==> src/design/flc_pkg.sv <==
// Purpose: constants shared by the flash lock-bit command controller
// Assumes: byte-wide flash command set, status byte read after commands
// Notes: status bit positions and command codes for the host side
package flc_pkg;
  localparam logic [7:0] CMD_ERASE_SETUP = 8'h20;
  localparam logic [7:0] CMD_CONFIRM = 8'hd0;
  localparam logic [7:0] CMD_WRITE_SETUP = 8'h40;
  localparam logic [7:0] CMD_LOCK_SETUP = 8'h60;
  localparam logic [7:0] CMD_SET_BLOCK = 8'h01;
  localparam logic [7:0] CMD_SET_MASTER = 8'hf1;
  localparam logic [7:0] CMD_READ_ARRAY = 8'hff;
  localparam logic [7:0] CMD_CLEAR_STATUS = 8'h50;
  localparam logic [7:0] CMD_READ_STATUS = 8'h70;
  localparam int SR_READY = 7;
  localparam int SR_ERASE_PAUSED = 6;
  localparam int SR_ERASE_CLEAR_ERR = 5;
  localparam int SR_WRITE_SET_ERR = 4;
  localparam int SR_SUPPLY_LOW = 3;
  localparam int SR_WRITE_PAUSED = 2;
  localparam int SR_PROTECT = 1;
  localparam logic [7:0] SR_ERROR_MASK = 8'h3a;
  localparam logic [7:0] SR_USE_MASK = 8'hfe;
  localparam int BUS_CYCLES = 4;
  typedef enum logic [2:0] {
    OP_ERASE = 3'b000,
    OP_WRITE = 3'b001,
    OP_SET_BLOCK = 3'b010,
    OP_SET_MASTER = 3'b011,
    OP_CLEAR_LOCKS = 3'b100,
    OP_CLEAR_STATUS = 3'b101,
    OP_READ_ARRAY = 3'b110,
    OP_READ = 3'b111
  } flc_op_type;
endpackage

==> src/design/flc_bus_cycle.sv <==
// Purpose: one asynchronous-bus write or read cycle toward the flash
// Assumes: fixed strobe width of BUS_CYCLES clocks, data ready a clock early
// Notes: read data is captured one clock before the strobe ends
module flc_bus_cycle #(
  parameter int ADDR_W = 20
) (
  input wire logic clock,
  input wire logic reset,
  input wire logic start,
  input wire logic is_write,
  input wire logic [ADDR_W-1:0] addr,
  input wire logic [7:0] wdata,
  output logic done,
  output logic [7:0] rdata,
  output logic [ADDR_W-1:0] flash_addr,
  output logic [7:0] flash_dq_out,
  output logic flash_dq_oe,
  input wire logic [7:0] flash_dq_in,
  output logic flash_ce_n,
  output logic flash_we_n,
  output logic flash_oe_n
);
  logic [2:0] cnt_r;
  logic busy_r;
  logic wr_r;
  logic last;

  assign last = busy_r && (cnt_r == 3'(flc_pkg::BUS_CYCLES - 1));
  assign done = last;
  assign flash_ce_n = !busy_r;
  assign flash_we_n = !(busy_r && wr_r);
  assign flash_oe_n = !(busy_r && !wr_r);
  assign flash_dq_oe = busy_r && wr_r;

  always_ff @(posedge clock) begin
    if (reset) begin
      busy_r <= 1'b0;
      cnt_r <= 3'h0;
    end else if (start && !busy_r) begin
      busy_r <= 1'b1;
      cnt_r <= 3'h0;
    end else if (last) begin
      busy_r <= 1'b0;
    end else if (busy_r) begin
      cnt_r <= cnt_r + 3'h1;
    end
  end

  always_ff @(posedge clock) begin
    if (reset) begin
      wr_r <= 1'b0;
      flash_addr <= '0;
      flash_dq_out <= 8'h00;
    end else if (start && !busy_r) begin
      wr_r <= is_write;
      flash_addr <= addr;
      flash_dq_out <= wdata;
    end
  end

  always_ff @(posedge clock) begin
    if (reset) begin
      rdata <= 8'h00;
    end else if (busy_r && !wr_r &&
                 cnt_r == 3'(flc_pkg::BUS_CYCLES - 2)) begin
      // taken one clock early so rdata already holds while done is high
      rdata <= flash_dq_in;
    end
  end

  if (flc_pkg::BUS_CYCLES < 2 || flc_pkg::BUS_CYCLES > 8) begin : g_bad_cycles
    $error("BUS_CYCLES must be 2 to 8 for the 3-bit counter");
  end
endmodule

==> src/design/flc_host.sv <==
// Purpose: host controller issuing flash erase, write and lock commands
// Assumes: flash pins are synchronous to clock; bus timing fixed by leaf
// Notes: polls the status byte until ready or POLL_LIMIT failed polls, then reports it to the user
//
// Behaviour
// - clear lock-bits is 60h then d0h, any address.
// - block erase is 20h then d0h in block, then poll.
// - byte write is 40h then data at same address, then poll.
// - set lock is 60h then 01h block or f1h master.
// - host writes ffh to return to array read.
// - error bits stay set until clear status; beyond the user's OP_CLEAR_STATUS, the host clears them only by holding reset_powerdown_n low in reset.
module flc_host #(
  parameter int ADDR_W = 20,
  parameter int POLL_LIMIT = 65535
) (
  input wire logic clock,
  input wire logic reset,
  input wire logic cmd_valid,
  output logic cmd_ready,
  input wire flc_pkg::flc_op_type cmd_op,
  input wire logic [ADDR_W-1:0] cmd_addr,
  input wire logic [7:0] cmd_data,
  input wire logic cmd_override,
  output logic rsp_valid,
  output logic [7:0] rsp_status,
  output logic rsp_error,
  output logic rsp_timeout,
  output logic [ADDR_W-1:0] flash_addr,
  output logic [7:0] flash_dq_out,
  output logic flash_dq_oe,
  input wire logic [7:0] flash_dq_in,
  output logic flash_ce_n,
  output logic flash_we_n,
  output logic flash_oe_n,
  output logic reset_powerdown_n,
  output logic override_voltage_en,
  input wire logic ready_busy_output
);
  typedef enum logic [2:0] {
    ST_IDLE = 3'b000,
    ST_FIRST = 3'b001,
    ST_SECOND = 3'b010,
    ST_POLL = 3'b011,
    ST_DONE = 3'b100
  } flc_state_type;

  if (ADDR_W < 1 || ADDR_W > 32) begin : g_bad_addr_w
    $error("ADDR_W out of range");
  end
  if (POLL_LIMIT < 1) begin : g_bad_poll_limit
    $error("POLL_LIMIT must be positive");
  end

  flc_state_type state_r;
  flc_pkg::flc_op_type op_r;
  logic [ADDR_W-1:0] addr_r;
  logic [7:0] data_r;
  logic [31:0] poll_cnt_r;
  logic start;
  logic is_write;
  logic [7:0] wdata;
  logic done;
  logic [7:0] rdata;
  logic two_cycle;
  logic poll_done;
  logic poll_expired;

  function automatic logic [7:0] first_code(flc_pkg::flc_op_type op);
    unique case (op)
      flc_pkg::OP_ERASE: first_code = flc_pkg::CMD_ERASE_SETUP;
      flc_pkg::OP_WRITE: first_code = flc_pkg::CMD_WRITE_SETUP;
      flc_pkg::OP_SET_BLOCK,
      flc_pkg::OP_SET_MASTER,
      flc_pkg::OP_CLEAR_LOCKS: first_code = flc_pkg::CMD_LOCK_SETUP;
      flc_pkg::OP_CLEAR_STATUS: first_code = flc_pkg::CMD_CLEAR_STATUS;
      flc_pkg::OP_READ_ARRAY: first_code = flc_pkg::CMD_READ_ARRAY;
      flc_pkg::OP_READ: first_code = 8'h00;
    endcase
  endfunction

  function automatic logic [7:0] second_code(flc_pkg::flc_op_type op,
                                             logic [7:0] data);
    unique case (op)
      flc_pkg::OP_WRITE: second_code = data;
      flc_pkg::OP_SET_BLOCK: second_code = flc_pkg::CMD_SET_BLOCK;
      flc_pkg::OP_SET_MASTER: second_code = flc_pkg::CMD_SET_MASTER;
      default: second_code = flc_pkg::CMD_CONFIRM;
    endcase
  endfunction

  assign two_cycle = (op_r == flc_pkg::OP_ERASE) ||
                     (op_r == flc_pkg::OP_WRITE) ||
                     (op_r == flc_pkg::OP_SET_BLOCK) ||
                     (op_r == flc_pkg::OP_SET_MASTER) ||
                     (op_r == flc_pkg::OP_CLEAR_LOCKS);
  // the ready/busy pin alone can be stale right after the confirm write,
  // so completion needs both the pin and status bit 7
  assign poll_done = done && rdata[flc_pkg::SR_READY] &&
                     ready_busy_output;
  // give up only at the end of a read so no bus cycle is left running
  assign poll_expired = done && !poll_done &&
                        (poll_cnt_r >= 32'(POLL_LIMIT - 1));
  assign cmd_ready = (state_r == ST_IDLE);
  assign start = (state_r == ST_FIRST) || (state_r == ST_SECOND) ||
                 (state_r == ST_POLL);
  assign is_write = (state_r != ST_POLL) && (op_r != flc_pkg::OP_READ);
  assign wdata = (state_r == ST_SECOND) ? second_code(op_r, data_r)
                                        : first_code(op_r);

  flc_bus_cycle #(.ADDR_W(ADDR_W)) u_cycle (
    .clock(clock),
    .reset(reset),
    .start(start),
    .is_write(is_write),
    .addr(addr_r),
    .wdata(wdata),
    .done(done),
    .rdata(rdata),
    .flash_addr(flash_addr),
    .flash_dq_out(flash_dq_out),
    .flash_dq_oe(flash_dq_oe),
    .flash_dq_in(flash_dq_in),
    .flash_ce_n(flash_ce_n),
    .flash_we_n(flash_we_n),
    .flash_oe_n(flash_oe_n)
  );

  always_ff @(posedge clock) begin
    if (reset) begin
      state_r <= ST_IDLE;
    end else begin
      unique case (state_r)
        ST_IDLE: if (cmd_valid) state_r <= ST_FIRST;
        ST_FIRST: begin
          if (done && two_cycle) state_r <= ST_SECOND;
          else if (done && op_r == flc_pkg::OP_READ) state_r <= ST_DONE;
          else if (done) state_r <= ST_DONE;
        end
        ST_SECOND: if (done) state_r <= ST_POLL;
        ST_POLL: begin
          if (poll_done || poll_expired) state_r <= ST_DONE;
        end
        ST_DONE: state_r <= ST_IDLE;
        default: state_r <= ST_IDLE;
      endcase
    end
  end

  always_ff @(posedge clock) begin
    if (reset) begin
      op_r <= flc_pkg::OP_READ_ARRAY;
      addr_r <= '0;
      data_r <= 8'h00;
    end else if (state_r == ST_IDLE && cmd_valid) begin
      op_r <= cmd_op;
      addr_r <= cmd_addr; // address is don't-care for clear
      data_r <= cmd_data;
    end
  end

  // override voltage is asserted for the whole operation since the device
  // judges it when the engine runs, not when the setup is written
  always_ff @(posedge clock) begin
    if (reset) begin
      override_voltage_en <= 1'b0;
    end else if (state_r == ST_IDLE && cmd_valid) begin
      override_voltage_en <= cmd_override;
    end else if (state_r == ST_DONE) begin
      override_voltage_en <= 1'b0;
    end
  end

  // holding the pin low during reset clears device status, mode to array
  always_ff @(posedge clock) begin
    if (reset) begin
      reset_powerdown_n <= 1'b0;
    end else begin
      reset_powerdown_n <= 1'b1;
    end
  end

  always_ff @(posedge clock) begin
    if (reset) begin
      poll_cnt_r <= 32'h0;
    end else if (state_r != ST_POLL) begin
      poll_cnt_r <= 32'h0;
    end else if (done && !poll_done) begin
      // failed polls only, so success on the last allowed poll is no timeout
      poll_cnt_r <= poll_cnt_r + 32'h1;
    end
  end

  always_ff @(posedge clock) begin
    if (reset) begin
      rsp_valid <= 1'b0;
      rsp_status <= 8'h00;
      rsp_error <= 1'b0;
      rsp_timeout <= 1'b0;
    end else begin
      rsp_valid <= 1'b0;
      if (state_r == ST_POLL && done) begin
        rsp_status <= rdata & flc_pkg::SR_USE_MASK;
        rsp_error <= |(rdata & flc_pkg::SR_ERROR_MASK);
      end else if (state_r == ST_FIRST && done && !two_cycle) begin
        rsp_status <= (op_r == flc_pkg::OP_READ) ? flash_dq_in : 8'h00;
        rsp_error <= 1'b0;
      end
      if (state_r == ST_DONE) begin
        rsp_valid <= 1'b1;
        rsp_timeout <= (poll_cnt_r >= 32'(POLL_LIMIT)) && two_cycle;
      end
    end
  end
endmodule

==> config.mk <==
export PLATFORM = sky130hd
export DESIGN_NAME = flc_host
export DESIGN_NICKNAME = d
export VERILOG_FILES = /design/src/design/flc_pkg.sv /design/src/design/flc_bus_cycle.sv /design/src/design/flc_host.sv
export SDC_FILE = /design/constraint.sdc
export NUM_CORES = 1
export LEC_CHECK = 0
export BUFFER_PORTS_ARGS = -buffer_cell sky130_fd_sc_hd__buf_2
export CAP_MARGIN = 10
export CORE_ASPECT_RATIO = 1.2
export CORE_UTILIZATION = 60
export CTS_CLUSTER_DIAMETER = 30
export CTS_CLUSTER_SIZE = 14
export DETAILED_ROUTE_END_ITERATION = 10
export PLACE_DENSITY = 0.84
export SYNTH_ARGS = -nofsm -noshare
export SYNTH_HDL_FRONTEND = slang
export SYNTH_SLANG_ARGS = --single-unit
==> constraint.sdc <==
create_clock -name clock -period 5.2 [get_ports clock]
set_input_delay 0.26 -clock clock [delete_from_list [all_inputs] [get_ports clock]]
set_output_delay 0.26 -clock clock [all_outputs]
set_load 0.02 [all_outputs]
Word-level counts from Yosys, hierarchy flattened
Memory sizes are Yosys's and may differ from the RTL's. A register that Yosys moved wholly into a read port is not among the register bits.
Index checks and enable logic that the tools add are counted.
{ "word_totals": {"reg_bits": 120, "romBits": 64, "input_bits": 44, "out_inout_bits": 46, "wordCells": 104, "n_memories": 1} }
{ "classes": {"addsub": 2, "n_lt_le_gt_ge": 2, "eq_ne": 17, "muxes": 22, "bitwise_logic": 1, "n_reduce_logical": 41} }
{ "mem_list": {"columns": ["name", "words", "width", "rd", "rd_ports_with_merged_regs", "write_ports", "line_no", "rtl"], "rows": [
  ["(no name shown)", 8, 8, 1, 1, 0, "flc_host.sv:69", "unique case (op)"]
]} }
{ "ops": {"columns": ["cell", "n"], "rows": [
  ["32-bit by 16-bit greater-or-equal comparator with 1-bit output, second input constant", 2],
  ["32-bit by 1-bit adder with 32-bit output, second input constant", 1],
  ["8-bit 2-to-1 mux", 4],
  ["3-bit 2-to-1 mux", 8],
  ["8-bit case mux with 3 select lines", 1],
  ["3-bit by 2-bit equality test with 1-bit output, second input constant", 6],
  ["1-bit logical AND", 17],
  ["3-bit case mux with 4 select lines", 1],
  ["3-bit equality test, second input constant", 3],
  ["1-bit 2-to-1 mux", 8],
  ["1-bit logical OR", 7],
  ["3-bit by 1-bit equality test with 1-bit output, second input constant", 2],
  ["1-bit zero test", 6],
  ["3-bit zero test", 2],
  ["2-bit nonzero test", 3],
  ["2-bit OR reduction", 3],
  ["2-bit != test, second input constant", 2],
  ["4-bit by 2-bit != test with 1-bit output, second input constant", 1],
  ["4-bit AND reduction", 1],
  ["4-bit OR reduction", 1],
  ["3-bit by 1-bit adder with 3-bit output, second input constant", 1],
  ["3-bit by 2-bit != test with 1-bit output, second input constant", 1],
  ["3-bit != test, second input constant", 1],
  ["2-bit by 1-bit != test with 1-bit output, second input constant", 1],
  ["other kinds (2)", 2]
]} }

Longest topological paths before layout
Gate-level depths: netlist of the first run.
{ "depth": {"depth_word": 10, "ltp_mapped": 8} }

Cells and area by module
Synthesis of the first run repeated with hierarchy kept, for this count alone.
{ "hier_totals": {"cells_unflattened": 642, "area_unflattened_um2": 5332.6} }
{ "modules_own_cells": {"columns": ["mod", "instances", "cells_per_inst", "area_each_um2", "seq_area_each_um2"], "rows": [
  ["flc_host", 1, 463, 3801.1, 1661.6],
  ["flc_bus_cycle", 1, 179, 1531.5, 820.8]
]} }

Worst setup path after synthesis of the first run
OpenSTA, ideal clock, no wires.
{ "synth_timing": {"path_type": "reg-to-reg", "start": "reg u_cycle.cnt_r[0]", "end": "reg poll_cnt_r[25]", "arrival_time_ns": 1.951, "path_slack_ns": 3.178, "path_stages_with_launch": 9, "n_path_buf": 2, "path_cell_list": "dfxtp_1 > ha_1 > ha_1 > nand4_1 > or3_1 > buf_2 > buf_2 > nor4_2 > mux2i_1"} }
{ "synth_between": {"elab_chain_cells": 6} }
{ "synth_lines": {"columns": ["element", "line_no", "rtl"], "rows": [
  ["start, declared", "flc_bus_cycle.sv:23", "logic [2:0] cnt_r;"],
  ["start signal, assigned", "flc_bus_cycle.sv:45", "cnt_r <= cnt_r + 3'h1;"],
  ["3-bit by 2-bit equality test with 1-bit output (*)", "flc_bus_cycle.sv:28", "assign last = busy_r && (cnt_r == 3'(flc_pkg::BUS_CYCLES - 1));"],
  ["1-bit logical AND (*)", "flc_bus_cycle.sv:28", null],
  ["1-bit logical AND (2 in a row)", "flc_host.sv:98", "assign poll_done = done && rdata[flc_pkg::SR_READY] &&"],
  ["1-bit zero test", "flc_host.sv:187", "end else if (done && !poll_done) begin"],
  ["1-bit logical AND (*)", "flc_host.sv:187", null],
  ["end signal, assigned", "flc_host.sv:189", "poll_cnt_r <= poll_cnt_r + 32'h1;"],
  ["end, declared", "flc_host.sv:58", "logic [31:0] poll_cnt_r;"]
]} }
Every way passes the cells marked *; elsewhere a longest branch is shown, timed or not.
A chain may end at the register's enable or synchronous reset.

==> flow_summary.yaml, run 1 <==
floorplan:
  die_area_um2: 9230
  die_x_um: 87.9
  start_util_pct: 62.0
  die_y_um: 105
  io_pins: 90
  core_um2: 8560
  rows: 37
placed_design:
  place_area_um2: 5730
  port_buffers: 89
  dp.cells: 788
  pre_cts_ws_ns: 2.74
  place_hpwl_mm: 8.38
  gp_congestion: 0.879
logic_synthesis:
  synth_seq_area_share_pct: 46.4
  ys_warn_count: 0
  synth_edf_count: 0
  synth-compound-area-share_pct: 16.1
  yosysUniqueCellTypes: 59
  syn_nets: 672
  synth_common_cells: "136 x nand2_1, 123 x dfxtp_1, 73 x a21oi_1, 38 x nor2_1, 28 x clkbuf_1"
  syn_inst: 620
  synthArstFlopShare_pct: 0
  ys_ff_latch: 123
  synth-xor-area-share_pct: 1.48
  synthSimpleGateAreaFrac_pct: 26.1
  synth_top_area_share_pct: 46.4
  syn_area_per_cell_um2: 8.56
  synth_mux_area_share_pct: 3.20
  yosys.area_share.adder_pct: 1.89
  synth_most_common_cell: "nand2_1"
  synth_area_leaders: "dfxtp_1 46%, nand2_1 9.6%, a21oi_1 6.9%, mux2i_1 3.2%, nor2_1 2.7%"
  ys.flop_type: "dfxtp_1"
  synth_top_family_by_area: "simple AND/OR/NAND/NOR gates"
  synth.cell_area_um2: 5310
  synth_top_area_cell: "dfxtp_1"
clock_tree:
  cts_setup_buffers: 0
  postCtsHoldBufs: 27
  cts_tree: "yes"
  insertion_delay_ns: 0.52
  cts-resized-gates: 0
  cts_buffers: 17
  clk_pin_slew_ns: 0.06
  cts_sinks: 123
  cts_buffer_depth: 2
  cts_root_buffer: "clkbuf_8"
  h-tree-depth: 4
routing:
  firstDrtPassIters: 5
  routed_wl_mm: 13.9
  vias_per_cell: 6.01
  drc: 0
  final_antenna_net_count: 0
  drtIter0Drc: 409
  wire_per_inst_um: 16.5
  via_count: 5092
power_and_ir_drop:
  clkPwrFrac_pct: 48.8
  powerDensity_nw_per_um2: 385
  p_int_w: 0.00191
  swShare_pct: 25.2
  peakVddDrop_v: 0.000308
  p_sw_w: 0.000643
  seq_power_share_pct: 40.7
  leakagePower_nw: 2.48
  combPwrFrac_pct: 10.5
worst_setup_path:
  critPathCaptureType: "flop"
  required_ns: 5.61
  arrival_ns: 2.94
  slowest_delay_ns: 1.08
  reg2reg_slack_ns: 2.67
  critPathMaxFanout: 31
  crit_slowest_cell: "or4b_2"
  crit_chain: "or4b_2 > nand2_1 > a21oi_1 > ha_1 > and2_1"
  crit_type: "reg -> reg"
  crit_path_start_kind: "flop"
global_routing:
  grt_pass1_wl_mm: 22.5
  overflow: 0
  grt_pass1_vias: 4915
  grt_max_degree: 76
  antenna_found_initial: 0
  track_usage_pct: 31.3
timing:
  rsz0062_at_grt: "false"
  slew_violations: 0
  fin_crit_sh_pct: 48.7
  fmax_mhz: 395
  setup_violations: 0
  period_minus_slack_ns: 2.53
  max_slew_margin_pct: 33.9
  finalClockSkew_ns: 0.00744
  tightest_slew_ns: 0.988
  finalHoldViolCount: 0
  timing.setup.tns_ns: 0
  worst_slack_ns: 2.67
finish:
  nets: 769
  final_util_pct: 77.4
  fin_cells: 847
  insertedDiodeCount: 0
  finalInstanceArea_um2: 6630
  area_growth_pct: 24.9
  drive_gt1_share_pct: 20.0
hold_path:
  hold_path.class: "in -> reg"
run_status:
  status: "finished clean"
flow_run:
  cap_violations: 0
==> flip-flops by register name (all words and copies together) (netlist names), named ones only <==
| signal | cells |
|---|---|
| rsp_status | 8 |
| op_r | 3 |
| rsp_error | 1 |
| state_r | 3 |
| poll_cnt_r | 32 |
| u_cycle.wr_r | 1 |
| addr_r | 20 |
| reset_powerdown_n | 1 |
| data_r | 8 |
| rsp_valid | 1 |
| u_cycle.flash_addr | 20 |
| u_cycle.rdata | 7 |
| rsp_timeout | 1 |
| u_cycle.cnt_r | 3 |
| u_cycle.flash_dq_out | 8 |
| override_voltage_en | 1 |
| u_cycle.busy_r | 1 |
==> cells by family (layout without fill, tap and decap cells) <==
| kind of cell | count (synthesis) | in the layout |
|---|---|---|
| flip-flops | 123 | 123 |
| AO/OA/AOI/OAI | 127 | 127 |
| XOR/XNOR | 9 | 9 |
| adder cells (fa/ha/maj) | 8 | 8 |
| multiplexers | 17 | 17 |
| buffers and inverters | 55 | 165 |
| AND/OR/NAND/NOR | 281 | 281 |
==> cell usage in the layout (no fill, tap or decap), types with 5 or more instances in the layout <==
cell and instances:
a21oi_1 73, nor3b_1 5, buf_2 89, nand2_1 136, ha_1 8, inv_1 12, o21ai_0 8, dlygate4sd3_1 27
mux2i_1 17, o41ai_2 5, nand4_1 7, xnor2_1 7, nor2_1 38, nand3_1 18, o31ai_1 9, a222oi_1 6
or3_1 16, or4_1 10, clkbuf_16 16, dfxtp_1 123, nor4_1 15
==> path summary, 6_finish.rpt <==
path / startpoint / endpoint / cells past startpoint
setup / recovery: state_r[2]$_SDFFE_PP0P_ / flop / 5
hold / removal: flash_dq_in[0] / rsp_status[0]$_SDFFE_PP0P_ / 3
setup reg to reg: state_r[2]$_SDFFE_PP0P_ / flop / 5
hold reg to reg: addr_r[9]$_SDFFE_PP0P_ / u_cycle.flash_addr[9]$_SDFFE_PP0P_ / 2
==> critical path, delay by kind of cell, from the launching register on <==
| kind | cells | cell delay, ns |
|---|---|---|
| AOI/OAI and AO/OA | 1 | 0.16 |
| adders and majority gates | 1 | 0.34 |
| and+or+nand+nor | 3 | 1.46 |
| DFF | 1 | 0.46 |
==> power groups by stage <==
stage               combinational [W]  sequential [W]  clock (W)
global placement             0.000236         0.00105          0
detailed placement           0.000244         0.00106          0
finish                       0.000268         0.00104    0.00125
floorplan                    0.000152         0.00106          0
global route                 0.000291         0.00104    0.00128
CTS                          0.000263         0.00104    0.00124
==> routing by layer <==
metal  global-route usage, %  vias up  share of wire, %
met3                    8.77       32               6.1
met2                    55.1      207                53
met4                    11.6        0               2.2
li1                        -     2385                 -
met1                    35.0     2468                39
met5                       0        -                 0
==> final cells by class <==
| cell class | count | area, um^2 |
|---|---|---|
| Multi-Input combinational cell | 442 | 2600 |
| Sequential cell | 123 | 2460 |
| Fill cell | 567 | 1930 |
| Timing Repair Buffer | 120 | 746 |
| Clock buffer | 22 | 463 |
| Clock inverter | 10 | 164 |
| Tap cell | 117 | 146 |
| Inverter | 13 | 48.8 |
==> stage by stage <==
stage | power, W | hold slack, ns
floorplan | 0.00121 | 0.396
global placement | 0.00129 | 0.436
detailed placement | 0.00130 | 0.443
CTS | 0.00254 | 0.00325
global route | 0.00262 | 0.0225
finish | 0.00255 | 0.0127
(Power assumes the default switching activity.)
==> run 2: changes to the inputs <==
CORE_UTILIZATION = 50   (was 60)
PLACE_DENSITY = 0.75   (was 0.84)
clock period = 2.3 ns   (was 5.2 ns; I/O delays follow)
==> run 2 against run 1 <==
Effect of this change: sequential share of layout area decreased by 1.5 points; worst hold slack improved by 0.0051 ns; critical path depth increased by 2; non-clock buffer count increased by 30; cell area increased by 4.1%; largest power group unchanged; routed wire length decreased by 2.7%; highest routed layer unchanged; flip-flop and latch count unchanged.
==> flow_summary.yaml, run 2 (synthesis results as in run 1) <==
clock_tree:
  clk_pin_slew_ns: 0.06
  insertion_delay_ns: 0.41
  cts_root_buffer: "clkbuf_16"
  cts_buffer_depth: 2
  cts_tree: "yes"
  cts_buffers: 17
  cts_sinks: 123
  h-tree-depth: 4
routing:
  topRoutingLayerUsed: "met4"
  routed_wl_mm: 13.6
  wl_met3_um: 737
  wire_per_inst_um: 15.3
  via_count: 5034
  wirelength_met1_mm: 5.54
  firstDrtPassIters: 6
  dr_wl_met2_mm: 6.94
  drc: 0
  drtIter0Drc: 258
  final_antenna_net_count: 0
  vias_per_cell: 5.68
hold_path:
  hold_path.class: "in -> reg"
  worstHoldStart: "flash_dq_in[3]"
floorplan:
  rows: 40
  die_area_um2: 11000
  die_x_um: 96.1
  start_util_pct: 52.3
  core_um2: 10200
  io_pins: 90
  die_y_um: 115
global_routing:
  grt_pass1_vias: 4732
  grt_pass1_wl_mm: 22.1
  track_usage_pct: 25.7
  grt_max_degree: 48
  overflow: 0
  antenna_found_initial: 1
finish:
  seq_area_um2: 2460
  nets: 799
  area_growth_pct: 30.0
  top_register: "poll_cnt_r"
  drive_gt1_share_pct: 22.1
  nFillCells: 761
  top_regs: "poll_cnt_r (32), addr_r (20), u_cycle.flash_addr (20)"
  multi_input_comb_area_um2: 2610
  layout.cells.most_common: "nand2_1"
  final_cell_mix: "136 x nand2_1, 123 x dfxtp_1, 89 x buf_2"
  largest_reg_flops: 32
worst_setup_path:
  critPathMaxFanout: 20
  crit_type: "reg -> reg"
  cpMostUsedCell: "ha_1"
  slowest_delay_ns: 0.54
  crit_chain: "ha_1 > ha_1 > buf_4 > nand2_1 > or3_4 > or4_1 > a21oi_1"
  setup.worst_path.start: "u_cycle.cnt_r[0]$_SDFFE_PP0P_"
  required_ns: 2.65
  r2r_start: "u_cycle.cnt_r[0]$_SDFFE_PP0P_"
  critPathCaptureType: "flop"
  crit_path_start_kind: "flop"
  arrival_ns: 2.49
  crit_slowest_cell: "or4_1"
timing:
  tightest_slew_ns: 0.634
  whs_ns: 0.0178
  finalHoldViolCount: 0
  finalClockSkew_ns: 0.00973
  timing.setup.tns_ns: 0
  fmax_mhz: 467
  period_minus_slack_ns: 2.14
  fin_crit_sh_pct: 93.0
  rsz0062_at_grt: "false"
  max_slew_margin_pct: 57.5
  setup_violations: 0
  slew_violations: 0
placed_design:
  place_hpwl_mm: 8.42
  port_buffers: 89
  gp_congestion: 0.813
flow_run:
  cap_violations: 0
power_and_ir_drop:
  leakagePower_nw: 2.63
  peakVddDrop_v: 0.000516
  powerDensity_nw_per_um2: 838
run_status:
  status: "finished clean"
-- run 2: cell types whose count changed in the layout (fill, tap and decap cells not counted), sizes merged --
cell / before / now
clkinv: 3 / 7
bufinv: 4 / 3
clkinvlp: 4 / 2
diode: 0 / 1
dlygate4sd3: 27 / 38
clkbuf: 22 / 20
inv: 12 / 13
buf: 93 / 112
-- run 2: repair_timing --
action,CTS,global route
endpoints found under the hold margin,43,0
setup endpoints to repair,0,1
hold buffers,38,0
setup buffers,0,0
resized for setup,0,1
-- run 2: area by class of cell --
class	instances	share of cell area [%]
clock inverters	12	2.36
clock buffers	20	6.76
inverters	13	0.707
well taps	126	2.28
diodes	1	0.0362
repair buffers	150	14.5
flip-flops and latches	123	35.7
multi-input cells	442	37.7
-- run 2: worst max-delay path: cells and delay by family (launching register included) --
kind                     cells  cell delay (ns)
AO/OA/AOI/OAI                1             0.15
AND/OR/NAND/NOR              3             1.11
buffers and inverters        1             0.13
flip-flops                   1             0.36
adder cells (fa/ha/maj)      2             0.32
-- run 2: final timing paths --
path	endpoint	slack, ns	cells after the start
max reg2reg	poll_cnt_r[24]$_SDFFE_PP0P_	0.16	7
min reg2reg	u_cycle.flash_addr[1]$_SDFFE_PP0P_	0.45	2
min	u_cycle.rdata[3]$_SDFFE_PP0P_	0.02	3
max	poll_cnt_r[24]$_SDFFE_PP0P_	0.16	7
-- run 2: per-stage QoR --
step | utilization, % | cells | cell area (um^2) | worst slack (ns) | power, W
after detailed placement | 57.9 | 816 | 5890 | 0.123 | 0.00297
after global placement | 57.9 | 816 | 5890 | 0.216 | 0.00295
after floorplan | - | 620 | 5310 | 0.278 | 0.00274
after global routing | 68.0 | 887 | 6900 | 0.0583 | 0.00596
final | 68.0 | 887 | 6900 | 0.161 | 0.00579
after CTS | 67.9 | 886 | 6900 | 0.104 | 0.00579
-- run 2: where the power goes --
group / total, W / switching [W] / internal (W) / leakage [nW]
Sequential: 0.00232 / 0.0000685 / 0.00225 / 1.00
Clock: 0.00280 / 0.000997 / 0.00180 / 0.303
Combinational: 0.000668 / 0.000406 / 0.000263 / 1.33
-- run 2: metal layers --
layer  up-vias  GRT usage, %
li1       2450             -
met1      2400          30.0
met2       154          44.1
met3        30          5.82
met4         0          11.9
met5         -             0
